`config.mk`:
```
export PLATFORM = sky130hd
export DESIGN_NAME = ocd_top
export DESIGN_NICKNAME = d
export VERILOG_FILES = /design/src/design/ocd_pkg.sv /design/src/design/ocd_top.sv /design/src/design/ocd_div.sv
export SDC_FILE = /design/constraint.sdc
export NUM_CORES = 1
export LEC_CHECK = 0
export BUFFER_PORTS_ARGS = -buffer_cell sky130_fd_sc_hd__clkbuf_2
export CAP_MARGIN = 20
export CORE_AREA = 2 2 103 105
export DETAILED_ROUTE_END_ITERATION = 10
export DIE_AREA = 0 0 105 107
export GPL_TIMING_DRIVEN = 0
export PLACE_DENSITY_LB_ADDON = 0.12
export SYNTH_ARGS = -nofsm -noshare
export SYNTH_HDL_FRONTEND = slang
export SYNTH_SLANG_ARGS = --single-unit
```
`constraint.sdc`:
```
create_clock -name pclk -period 2.25 [get_ports pclk]
set_input_delay 0.225 -clock pclk [delete_from_list [all_inputs] [get_ports pclk]]
set_output_delay 0.225 -clock pclk [all_outputs]
set_load 0.01 [all_outputs]
```
`src/design/ocd_pkg.sv`:
```
// Package with register map, field layouts, codes and reset values of the output channel dividers
package ocd_pkg;

	// Bus geometry, channel count, count width and sync depth
	localparam int ADDR_W = 12;
	localparam int DATA_W = 32;
	localparam int NUM_CH = 2;
	localparam int CNT_W = 4;
	localparam int SYNC_DEPTH = 2;

	// Register indices; the byte address on the bus is four times the index
	localparam logic [9:0] IDX_CH1_COUNTS = 10'h193;
	localparam logic [9:0] IDX_CH1_CTL_B = 10'h194;
	localparam logic [9:0] IDX_CH1_CTL_C = 10'h195;
	localparam logic [9:0] IDX_CH2_COUNTS = 10'h196;
	localparam logic [9:0] IDX_CH2_CTL_B = 10'h197;
	localparam logic [9:0] IDX_CH2_CTL_C = 10'h198;
	localparam logic [9:0] IDX_SRC_SEL = 10'h1e1;
	localparam logic [9:0] IDX_STATUS = 10'h1f0;

	// Values after reset
	localparam logic [7:0] RST_COUNTS = 8'h00;
	localparam logic [7:0] RST_CH1_CTL_B = 8'h00;
	localparam logic [7:0] RST_CH2_CTL_B = 8'h80;
	localparam logic [7:0] RST_CTL_C = 8'h00;
	localparam logic [1:0] RST_SRC_SEL = 2'h2;

	// Writable bits of the control C and source select registers
	localparam logic [7:0] CTL_C_MASK = 8'h03;
	localparam logic [7:0] SRC_SEL_MASK = 8'h03;

	// Source select codes
	localparam logic [1:0] SRC_CLK = 2'h0;
	localparam logic [1:0] SRC_DIVIDED = 2'h1;
	localparam logic [1:0] SRC_VCO = 2'h2;

	// Status register bit positions
	localparam int STAT_OUT_LSB = 0;
	localparam int STAT_SYNC_BIT = 2;

	// Counts register: low count in the upper nibble, high count in the lower
	typedef struct packed {
		logic [3:0] lo;
		logic [3:0] hi;
	} ocd_counts_s;

	// Control B register
	typedef struct packed {
		logic bypass;
		logic nosync;
		logic force_hi;
		logic start_hi;
		logic [3:0] phase;
	} ocd_ctl_b_s;

	// Control C register
	typedef struct packed {
		logic [5:0] rsvd;
		logic direct;
		logic dcc_off;
	} ocd_ctl_c_s;

	typedef enum logic [1:0] {DIV_HOLD, DIV_DELAY, DIV_RUN} ocd_div_st_e;

	// Whole state of one divider
	typedef struct packed {
		ocd_div_st_e st;
		logic [3:0] cnt;
		logic lvl;
	} ocd_div_s;

endpackage

```
`src/design/ocd_top.sv`:
```
// Output channel dividers for pairs B and C with their APB register file
//
// How it works
// Output stays low for the low count plus one source cycles.
// Output stays high for the high count plus one source cycles.
// Bypass parks the divider and passes its source clock; channel C resets bypassed.
// Sync-ignore clear obeys the chip sync; set ignores it.
// Force level is static high when set, needs sync-ignore set too.
// Start bit picks the output level the divider begins with.
// Each divider has a four-bit phase offset resetting to zero.
// Direct route drives the pair from VCO (10b), clock input (00b), else divider.
// Duty correction disable bit turns correction off; clear means correction active.
// Second divider feeds pair B, third divider feeds pair C, both pins each.
// After an obeyed sync the first edge waits the phase offset in source cycles.
// Divided period equals low plus high durations, ratios two to thirty-two.
`timescale 1ns/100ps
module ocd_top #(
	parameter int SYNC_STAGES = ocd_pkg::SYNC_DEPTH
) (
	input wire logic pclk,
	input wire logic presetn,
	input wire logic psel,
	input wire logic penable,
	input wire logic pwrite,
	input wire logic [ocd_pkg::ADDR_W-1:0] paddr,
	input wire logic [ocd_pkg::DATA_W-1:0] pwdata,
	output logic [ocd_pkg::DATA_W-1:0] prdata,
	output logic pready,
	output logic pslverr,
	input wire logic vco_in,
	input wire logic clk_in,
	input wire logic chip_sync_n,
	output logic pair_b_out_p,
	output logic pair_b_out_n,
	output logic pair_c_out_p,
	output logic pair_c_out_n,
	output logic [ocd_pkg::NUM_CH-1:0] duty_correction_disable
);

	// Fewer than two stages would let logic read a metastable flop
	if (SYNC_STAGES < 2) begin : g_bad_sync
		$error("ocd_top: SYNC_STAGES must be at least 2");
	end

	// Whole state of the block
	typedef struct packed {
		ocd_pkg::ocd_counts_s [ocd_pkg::NUM_CH-1:0] counts;
		ocd_pkg::ocd_ctl_b_s [ocd_pkg::NUM_CH-1:0] ctl_b;
		ocd_pkg::ocd_ctl_c_s [ocd_pkg::NUM_CH-1:0] ctl_c;
		logic [1:0] src_sel;
		logic [SYNC_STAGES:0] vco_sy;
		logic [SYNC_STAGES:0] clk_sy;
		logic [SYNC_STAGES-1:0] sync_sy;
		logic [ocd_pkg::DATA_W-1:0] prdata;
		logic pready;
		logic pslverr;
		logic [ocd_pkg::NUM_CH-1:0] out_p;
		logic [ocd_pkg::NUM_CH-1:0] out_n;
		logic [ocd_pkg::NUM_CH-1:0] dcc_off;
	} ocd_top_s;

	ocd_top_s s_r;
	ocd_top_s s_nxt;

	logic [ocd_pkg::NUM_CH-1:0] div_out;
	logic vco_lvl;
	logic clk_lvl;
	logic src_lvl;
	logic src_rise;
	logic sync_hold;
	logic [9:0] idx;
	logic access;
	logic wr_now;

	// Only the last synchroniser stages are looked at
	assign vco_lvl = s_r.vco_sy[SYNC_STAGES-1];
	assign clk_lvl = s_r.clk_sy[SYNC_STAGES-1];
	assign sync_hold = ~s_r.sync_sy[SYNC_STAGES-1];

	// Divider source: clock input on 00b, VCO path otherwise
	assign src_lvl = (s_r.src_sel == ocd_pkg::SRC_CLK) ? clk_lvl : vco_lvl;
	assign src_rise = (s_r.src_sel == ocd_pkg::SRC_CLK) ?
		(clk_lvl & ~s_r.clk_sy[SYNC_STAGES]) :
		(vco_lvl & ~s_r.vco_sy[SYNC_STAGES]);

	// Bus decode; one wait state, write lands when pready is seen high
	assign idx = paddr[ocd_pkg::ADDR_W-1:2];
	assign access = psel & penable;
	assign wr_now = access & s_r.pready & pwrite;

	// One divider per channel: index 0 drives pair B, index 1 drives pair C
	for (genvar i = 0; i < ocd_pkg::NUM_CH; i++) begin : g_ch
		ocd_div #(
			.CNT_W(ocd_pkg::CNT_W)
		) u_div (
			.pclk(pclk),
			.presetn(presetn),
			.src_rise(src_rise),
			.src_lvl(src_lvl),
			.counts(s_r.counts[i]),
			.ctl(s_r.ctl_b[i]),
			.sync_hold(sync_hold),
			.div_out(div_out[i])
		);
	end

	// Next state of synchronisers, registers, bus answer and outputs
	always_comb begin
		logic [ocd_pkg::DATA_W-1:0] rd;
		logic hit;
		logic routed;
		rd = '0;
		hit = 1'b1;
		routed = 1'b0;
		s_nxt = s_r;

		// Pin inputs pass a flop chain before anything reads them
		s_nxt.vco_sy = {s_r.vco_sy[SYNC_STAGES-1:0], vco_in};
		s_nxt.clk_sy = {s_r.clk_sy[SYNC_STAGES-1:0], clk_in};
		s_nxt.sync_sy = {s_r.sync_sy[SYNC_STAGES-2:0], chip_sync_n};

		// Read mux; unmapped words read zero and flag an error
		case (idx)
			ocd_pkg::IDX_CH1_COUNTS: rd[7:0] = s_r.counts[0];
			ocd_pkg::IDX_CH1_CTL_B: rd[7:0] = s_r.ctl_b[0];
			ocd_pkg::IDX_CH1_CTL_C: rd[7:0] = s_r.ctl_c[0];
			ocd_pkg::IDX_CH2_COUNTS: rd[7:0] = s_r.counts[1];
			ocd_pkg::IDX_CH2_CTL_B: rd[7:0] = s_r.ctl_b[1];
			ocd_pkg::IDX_CH2_CTL_C: rd[7:0] = s_r.ctl_c[1];
			ocd_pkg::IDX_SRC_SEL: rd[1:0] = s_r.src_sel;
			ocd_pkg::IDX_STATUS: begin
				rd[ocd_pkg::STAT_OUT_LSB +: ocd_pkg::NUM_CH] = div_out;
				rd[ocd_pkg::STAT_SYNC_BIT] = sync_hold;
			end
			default: hit = 1'b0;
		endcase

		// Answer registered in the first access cycle, dropped after the handshake
		s_nxt.pready = access & ~s_r.pready;
		if (access & ~s_r.pready) begin
			s_nxt.prdata = pwrite ? '0 : rd;
			s_nxt.pslverr = ~hit;
		end else begin
			s_nxt.prdata = '0;
			s_nxt.pslverr = 1'b0;
		end

		// Writes; status is read-only and ignores them
		if (wr_now) begin
			case (idx)
				ocd_pkg::IDX_CH1_COUNTS: s_nxt.counts[0] = pwdata[7:0];
				ocd_pkg::IDX_CH1_CTL_B: s_nxt.ctl_b[0] = pwdata[7:0];
				ocd_pkg::IDX_CH1_CTL_C: s_nxt.ctl_c[0] = pwdata[7:0] & ocd_pkg::CTL_C_MASK;
				ocd_pkg::IDX_CH2_COUNTS: s_nxt.counts[1] = pwdata[7:0];
				ocd_pkg::IDX_CH2_CTL_B: s_nxt.ctl_b[1] = pwdata[7:0];
				ocd_pkg::IDX_CH2_CTL_C: s_nxt.ctl_c[1] = pwdata[7:0] & ocd_pkg::CTL_C_MASK;
				ocd_pkg::IDX_SRC_SEL: s_nxt.src_sel = pwdata[1:0];
				default: ;
			endcase
		end

		// Output routing per pair; both pins share their divider
		for (int i = 0; i < ocd_pkg::NUM_CH; i++) begin
			routed = div_out[i];
			if (s_r.ctl_c[i].direct) begin
				if (s_r.src_sel == ocd_pkg::SRC_VCO) begin
					routed = vco_lvl;
				end else if (s_r.src_sel == ocd_pkg::SRC_CLK) begin
					routed = clk_lvl;
				end
			end
			s_nxt.out_p[i] = routed;
			s_nxt.out_n[i] = ~routed;
			// Correction itself lives in the output stage; the bit is passed there
			s_nxt.dcc_off[i] = s_r.ctl_c[i].dcc_off;
		end
	end

	// State register; sync chain resets to the idle high level
	always_ff @(posedge pclk or negedge presetn) begin
		if (!presetn) begin
			s_r <= '0;
			s_r.counts[0] <= ocd_pkg::RST_COUNTS;
			s_r.counts[1] <= ocd_pkg::RST_COUNTS;
			s_r.ctl_b[0] <= ocd_pkg::RST_CH1_CTL_B;
			s_r.ctl_b[1] <= ocd_pkg::RST_CH2_CTL_B;
			s_r.ctl_c[0] <= ocd_pkg::RST_CTL_C;
			s_r.ctl_c[1] <= ocd_pkg::RST_CTL_C;
			s_r.src_sel <= ocd_pkg::RST_SRC_SEL;
			s_r.sync_sy <= '1;
			s_r.out_n <= '1;
		end else begin
			s_r <= s_nxt;
		end
	end

	// Every output straight from a flop
	assign prdata = s_r.prdata;
	assign pready = s_r.pready;
	assign pslverr = s_r.pslverr;
	assign pair_b_out_p = s_r.out_p[0];
	assign pair_b_out_n = s_r.out_n[0];
	assign pair_c_out_p = s_r.out_p[1];
	assign pair_c_out_n = s_r.out_n[1];
	assign duty_correction_disable = s_r.dcc_off;

endmodule

```
`src/design/ocd_div.sv`:
```
// One output channel divider counting rising edges of its source clock
`timescale 1ns/100ps
module ocd_div #(
	parameter int CNT_W = 4
) (
	input wire logic pclk,
	input wire logic presetn,
	input wire logic src_rise,
	input wire logic src_lvl,
	input ocd_pkg::ocd_counts_s counts,
	input ocd_pkg::ocd_ctl_b_s ctl,
	input wire logic sync_hold,
	output logic div_out
);

	// Count fields are fixed at four bits by the register layout
	if (CNT_W != ocd_pkg::CNT_W) begin : g_bad_width
		$error("ocd_div: CNT_W must match the count field width");
	end

	ocd_pkg::ocd_div_s s_r;
	ocd_pkg::ocd_div_s s_nxt;

	// Next state: bypass, forced level, sync hold, then counting
	always_comb begin
		s_nxt = s_r;
		if (ctl.bypass) begin
			// Counters parked, source level copied through
			s_nxt.st = ocd_pkg::DIV_HOLD;
			s_nxt.cnt = 4'h0;
			s_nxt.lvl = src_lvl;
		end else if (ctl.nosync && ctl.force_hi) begin
			s_nxt.st = ocd_pkg::DIV_HOLD;
			s_nxt.cnt = 4'h0;
			s_nxt.lvl = 1'b1;
		end else if (sync_hold && !ctl.nosync) begin
			// Held at the start level while sync is asserted
			s_nxt.st = ocd_pkg::DIV_HOLD;
			s_nxt.cnt = 4'h0;
			s_nxt.lvl = ctl.start_hi;
		end else begin
			unique case (s_r.st)
				ocd_pkg::DIV_HOLD: begin
					// Release: wait out the phase offset first
					s_nxt.st = ocd_pkg::DIV_DELAY;
					s_nxt.cnt = ctl.phase;
					s_nxt.lvl = ctl.start_hi;
				end
				ocd_pkg::DIV_DELAY: begin
					if (src_rise) begin
						if (s_r.cnt == 4'h0) begin
							s_nxt.st = ocd_pkg::DIV_RUN;
							s_nxt.cnt = ctl.start_hi ? counts.hi : counts.lo;
						end else begin
							s_nxt.cnt = s_r.cnt - 4'h1;
						end
					end
				end
				ocd_pkg::DIV_RUN: begin
					// Each level lasts its count plus one source cycles
					if (src_rise) begin
						if (s_r.cnt == 4'h0) begin
							s_nxt.lvl = ~s_r.lvl;
							s_nxt.cnt = s_r.lvl ? counts.lo : counts.hi;
						end else begin
							s_nxt.cnt = s_r.cnt - 4'h1;
						end
					end
				end
				default: begin
					s_nxt.st = ocd_pkg::DIV_HOLD;
				end
			endcase
		end
	end

	// State register
	always_ff @(posedge pclk or negedge presetn) begin
		if (!presetn) begin
			s_r <= '0;
		end else begin
			s_r <= s_nxt;
		end
	end

	assign div_out = s_r.lvl;

endmodule

```
==> results of run 1 <==
==> worst max-delay path, cell delays in order, from the launching register on <==
cell	delay [ns]
dfrtp_1	0.45
or4b_1	0.53
o21ai_2	0.20
a2bb2oi_1	0.41
o211ai_1	0.15
o21ai_0	0.20
==> stage by stage <==
step           area [um^2]  cells  total power, mW
2_1_floorplan         4500    425             2.57
6_report              5150    621             4.04
5_1_grt               5150    621             4.33
3_5_place_dp          4890    601             2.91
4_1_cts               5140    621             4.05
3_3_place_gp          4860    600             2.88
==> Yosys cell counts, types with 3 or more instances <==
library cell  number  share of area [%]
ha_1              14                4.0
nor2_1            14                1.2
a22oi_1            3               0.51
nand2b_1           4               0.57
nand4_1            4               0.57
a32oi_1            3               0.60
a22o_1             8                1.6
buf_2              4               0.45
nor3_1             5               0.57
dfrtp_1           70                 40
o31ai_1           11                1.9
inv_1             15                1.3
o21ai_0           14                1.6
buf_4             35                6.0
dfstp_2            6                3.6
mux2i_1           10                2.3
nand3_1            7               0.79
clkbuf_1           7               0.60
mux2_2            54                 14
a211oi_1           3               0.51
nor2b_1            8                1.1
nand2_1           22                1.9
a21oi_1           25                2.8
o211ai_1           8                1.4
==> power by group <==
part	leakage [nW]	internal, mW	switching, mW
clock	0.0995	0.552	0.557
sequential	1.02	1.48	0.0970
combinational	1.35	0.544	0.813
==> cells by family (layout without fill, tap and decap cells) <==
logic type	Yosys count	in the layout	share of synthesized area, %
flops	76	76	43.3
simple gates	87	87	12.0
compound gates	94	94	14.6
mux	68	68	17.6
fa+ha+maj	14	14	3.97
buf+inv	62	122	8.54
other cells	1	24	0.0850
==> layout by cell type, fill, tap and decap left out, types with 5 or more instances in the layout <==
master,instances
a21oi_1,24
conb_1,24
mux2i_1,10
nor2_1,14
clkbuf_8,10
clkbuf_2,38
buf_4,35
inv_1,15
mux2_2,54
nand3_1,7
a22o_1,8
o31ai_1,11
nor2b_1,8
o21ai_0,14
dfrtp_1,70
dfstp_2,6
nand2_1,22
nor3_1,5
ha_1,14
o211ai_1,8
clkbuf_1,7
==> metal layers <==
layer / up-vias / routed length [um] / share of wire [%]
met5: - / 0 / 0
met4: 0 / 57 / 0.57
met3: 4 / 462 / 4.6
met2: 64 / 4750 / 48
met1: 1576 / 4730 / 47
li1: 1570 / - / -
==> worst max-delay path by stage <==
stage / slack (ns) / cells after the start / end
finish: 0.22 / 5 / g_ch[1].u_div.s_r[2]$_DFFE_PN0P_
global route: 0.07 / 6 / g_ch[1].u_div.s_r[6]$_DFFE_PN0P_
CTS: 0.11 / 5 / g_ch[1].u_div.div_out$_DFFE_PN0P_
detailed placement: 0.14 / 5 / g_ch[1].u_div.div_out$_DFFE_PN0P_
global placement: 0.09 / 5 / g_ch[1].u_div.div_out$_DFFE_PN0P_
floorplan: 0.48 / 7 / g_ch[0].u_div.s_r[3]$_DFFE_PN0P_
==> sequential cells by signal (all words and copies together) (netlist names) <==
signal	cells
s_nxt	6
duty_correction_disable	2
g_ch.u_div.div_out	2
pready	1
pair_b_out_p	1
g_ch.u_div.s_r	12
pair_c_out_n	1
prdata	8
clk_lvl	1
pair_c_out_p	1
pair_b_out_n	1
pslverr	1
s_r	39
==> layout make-up <==
class	instances	area [um^2]	share of cell area (%)
multi-input combinational	287	2220	43.1
sequential	76	1910	37.1
buffer	47	320	6.22
timing repair buffer	44	265	5.15
tap	136	170	3.30
clock buffer	10	138	2.67
clock inverter	6	71.3	1.38
inverter	15	56.3	1.09
==> timing repair <==
action	CTS	global route
hold buffers	4	0
buffers inserted	0	0
endpoints found under the setup margin	0	3
endpoints found under the hold margin	21	0
resized for setup	0	2
==> qor.yml, run 1 <==
postRouteAntennaNets: 0
port-buffer-count: 39
yosys.cell_types.count: 62
rows: 37
slew_viol_final: 0
setup_ws_ns: 0.215
hold_viol_final: 0
clock-sinks: 76
drtPass1Iterations: 4
min_from: "penable"
min_period_ns: 2.03
startpoint_type: "flip-flop"
synth_edf_count: 0
irDropWorstVdd_mv: 0.613
reg2reg_from: "s_r[48]$_DFFE_PN0P_"
power_leakage_nw: 2.47
grt_pass1_wl_mm: 16.4
clock_latency_ns: 0.36
netlist_area_um2: 4410
grtUsageMet1_pct: 26.3
maxSlewHeadroom_pct: 47.1
syn_inst: 402
crit_required_ns: 2.52
worstHoldEndpoint: "pready$_DFF_PN0_"
worst_r2r_endpoint: "g_ch[1].u_div.s_r[2]$_DFFE_PN0P_"
tritoncts: "built"
synth_ff_type: "dfrtp_1"
start_util_pct: 43.7
die_height_um: 107
met3_usage_pct: 2.80
cap_violations: 0
path_class: "flip-flop to flip-flop"
period_share_pct: 90.4
synth.avg_cell_area_um2: 11.0
hold_slack_ns: 0.134
place_congestion: 0.908
worst_clock_skew_ns: 0.00902
wl_per_cell_um: 16.1
areaGrowthSynthToFinish_pct: 16.8
antenna_found_initial: 0
die_w_um: 105
worstSetupEndpointType: "flip-flop"
reg2regPathDepth: 5
grt_overflow: 0
drc: 0
vias: 3214
cts_made_buffers: 9
dieArea_um2: 11200
nets: 546
setup_viol: 0
status: "complete, no violations"
dp.final_hpwl_mm: 7.39
utilization_pct: 51.0
hold_depth: 3
rsz0062_at_grt: "no"
routed_wl_mm: 10.0
yosysWarnings: 0
hp-class: "input pin to flip-flop"
drt_iter0_markers: 147
fin_tns_setup_ns: 0
max_clock_freq_ghz: 0.491
worst-slew-pin-transition_ns: 0.789
power_density_nw_per_um2: 784
seq_area_frac_synth_pct: 43.3
busiest_layer: "met2"
io_pins: 92
cts_root_buf: "clkbuf_8"
routed_via_density: 5.18
arrival_ns: 2.30
core_um2: 10100
htree_levels: 3
use_met2_pct: 29.9
cp_max_fo: 8
pre_cts_ws_ns: 0.138
synthArstFlopShare_pct: 100
grt_max_degree: 55
gr-usage-all-layers_pct: 18.7
r2r_slack_ns: 0.22
ys_ff_latch: 76
grt_pass1_vias: 3113
startpoint: "s_r[48]$_DFFE_PN0P_"
path_clk_slew_ns: 0.09
num_antenna_cells: 0
cts_buffer_depth: 2
fillers: 959
drive_gt1_share_pct: 35.7
No activity file was read; power rests on OpenSTA's default activity.
==> run 2, diff against run 1 <==
--- a/config.mk
+++ b/config.mk
@@ -5,7 +5,7 @@
 export SDC_FILE = /design/constraint.sdc
 export NUM_CORES = 1
 export LEC_CHECK = 0
-export BUFFER_PORTS_ARGS = -buffer_cell sky130_fd_sc_hd__clkbuf_2
+export BUFFER_PORTS_ARGS = -buffer_cell sky130_fd_sc_hd__buf_2
 export CAP_MARGIN = 20
 export CORE_AREA = 2 2 103 105
 export DETAILED_ROUTE_END_ITERATION = 10
==> run 2 against run 1 <==
Against the previous run: hold slack better by 0.031 ns; critical path depth unchanged; non-clock buffer count unchanged; sequential share of layout area up 0.063 points; cell area decreased by 0.17%; final cell count unchanged; routed wire length barely moved; flip-flop and latch count is the same.
==> qor.yml, run 2 (same netlist as run 1, synthesis figures left out) <==
cp_max_fo: 8  # unchanged
num_antenna_cells: 0  # unchanged
worst-slew-pin-transition_ns: 0.780  # -0.00933 ns
multiInputGateArea_um2: 2220  # unchanged
grt_max_degree: 55  # unchanged
reg2reg_from: "s_r[48]$_DFFE_PN0P_"
startpoint: "s_r[48]$_DFFE_PN0P_"
startpoint_type: "flip-flop"
power_density_nw_per_um2: 777  # -0.82%
cts_root_buf: "clkbuf_8"
htree_levels: 3  # unchanged
antenna_found_initial: 0  # unchanged
rsz0062_at_grt: "no"
drc: 0  # unchanged
fin_tns_setup_ns: 0  # unchanged
grt_pass1_wl_mm: 16.5  # +0.80%
power_leakage_nw: 2.47  # about the same
max_clock_freq_ghz: 0.490  # -0.40%
gr-usage-all-layers_pct: 18.8  # +0.14 points
dp.final_hpwl_mm: 7.42  # +0.40%
routed_wl_mm: 10.0  # about the same
cap_violations: 0  # unchanged
die_w_um: 105  # unchanged
start_util_pct: 43.7  # unchanged
setup_ws_ns: 0.207  # -0.00811 ns
core_um2: 10100  # unchanged
areaGrowthSynthToFinish_pct: 16.6
rows: 37  # unchanged
maxSlewHeadroom_pct: 47.7  # +0.63 points
path_class: "flip-flop to flip-flop"
fin_cells: 621  # unchanged
dp.cells: 601  # unchanged
io_pins: 92  # unchanged
wl_per_cell_um: 16.1  # about the same
hp-class: "input pin to flip-flop"
nets: 546  # unchanged
hold_depth: 2  # -1
final_common_cell: "dfrtp_1"
p_total_mw: 4.00  # -0.99%
clock-sinks: 76  # unchanged
cts_made_buffers: 9  # unchanged
path_clk_slew_ns: 0.09  # about the same
min_from: "pwdata[7]"
die_height_um: 107  # unchanged
period_share_pct: 90.8  # +0.36 points
slew_viol_final: 0  # unchanged
postRouteAntennaNets: 0  # unchanged
irDropWorstVdd_mv: 0.533  # -13%
largest_reg_flops: 39  # unchanged
utilization_pct: 51.0  # -0.087 points
arrival_ns: 2.31  # about the same
place_congestion: 0.906  # -0.20%
drive_gt1_share_pct: 35.7  # unchanged
hold_viol_final: 0  # unchanged
pre_cts_ws_ns: 0.134  # -0.00387 ns
setup_viol: 0  # unchanged
status: "complete, no violations"
drtPass1Iterations: 4  # unchanged
vias: 3230  # +0.50%
port-buffer-count: 39  # unchanged
clock_latency_ns: 0.36  # about the same
register_area_um2: 1910  # unchanged
worstSetupEndpointType: "flip-flop"
routed_via_density: 5.20  # +0.50%
grt_pass1_vias: 3197  # +2.7%
grt_overflow: 0  # unchanged
fillers: 958  # -0.10%
cts_buffer_depth: 2  # unchanged
reg2regPathDepth: 5  # unchanged
crit_required_ns: 2.52  # about the same
regMostFlops: "s_r"
tritoncts: "built"
dieArea_um2: 11200  # unchanged
min_period_ns: 2.04  # +0.00811 ns
layout_common_cells: "70 x dfrtp_1, 54 x mux2_2, 42 x buf_2"
drt_iter0_markers: 185  # +26%
worst_clock_skew_ns: 0.0131  # +0.00407 ns
-- run 2: cell types whose count changed in the layout (fill, tap and decap cells not counted), sizes merged --
cell,previous run,this run
clkinv,1,3
inv,17,16
buf,41,80
clkbuf,56,16
-- run 2: per-layer routing --
metal  global-route usage, %  part of all wire (%)
met3                    2.55                   4.0
met2                    30.2                    48
met4                    7.81                   1.7
met5                       0                     0
met1                    25.7                    47
-- run 2: critical path: stages (launching register included) --
cell       delay [ns]
dfrtp_1          0.45
or4b_1           0.53
o21ai_2          0.21
a2bb2oi_1        0.40
o211ai_1         0.15
o21ai_0          0.21
-- run 2: path summary, 6_finish.rpt --
kind | slack, ns | end
worst max-delay path | 0.21 | g_ch[1].u_div.s_r[2]$_DFFE_PN0P_
worst min-delay path | 0.16 | s_r[73]$_DFFE_PN0P_
worst max register to register | 0.21 | g_ch[1].u_div.s_r[2]$_DFFE_PN0P_
worst min register to register | 0.36 | s_nxt[47]$_DFF_PN0_
max in group asynchronous | 1.31 | s_r[81]$_DFFE_PN1P_
min in group asynchronous | 0.32 | s_r[48]$_DFFE_PN0P_
-- run 2: report_power, final --
group | total, mW | internal (mW) | switching, mW
Clock | 1.07 | 0.518 | 0.548
Sequential | 1.57 | 1.48 | 0.0967
Combinational | 1.36 | 0.544 | 0.817
-- run 2: timing repair --
item	4_1_cts	5_1_grt
hold endpoints to repair	21	0
setup buffers	0	0
gates resized for setup	0	2
hold buffers	4	0
setup endpoints to repair	0	2
-- run 2: cell type report --
type,count,share of cell area (%)
timing repair buffer,44,5.16
multi-input combinational,287,43.2
buffer,47,6.23
tap,136,3.31
sequential,76,37.1
clock inverter,7,1.48
inverter,15,1.09
clock buffer,9,2.41
-- run 2: metrics by stage --
stage	instance area [um^2]	hold WS [ns]
2_1_floorplan	4500	-0.0706
3_3_place_gp	4860	0.332
3_5_place_dp	4890	0.149
4_1_cts	5130	0.148
5_1_grt	5140	0.165
6_report	5140	0.165
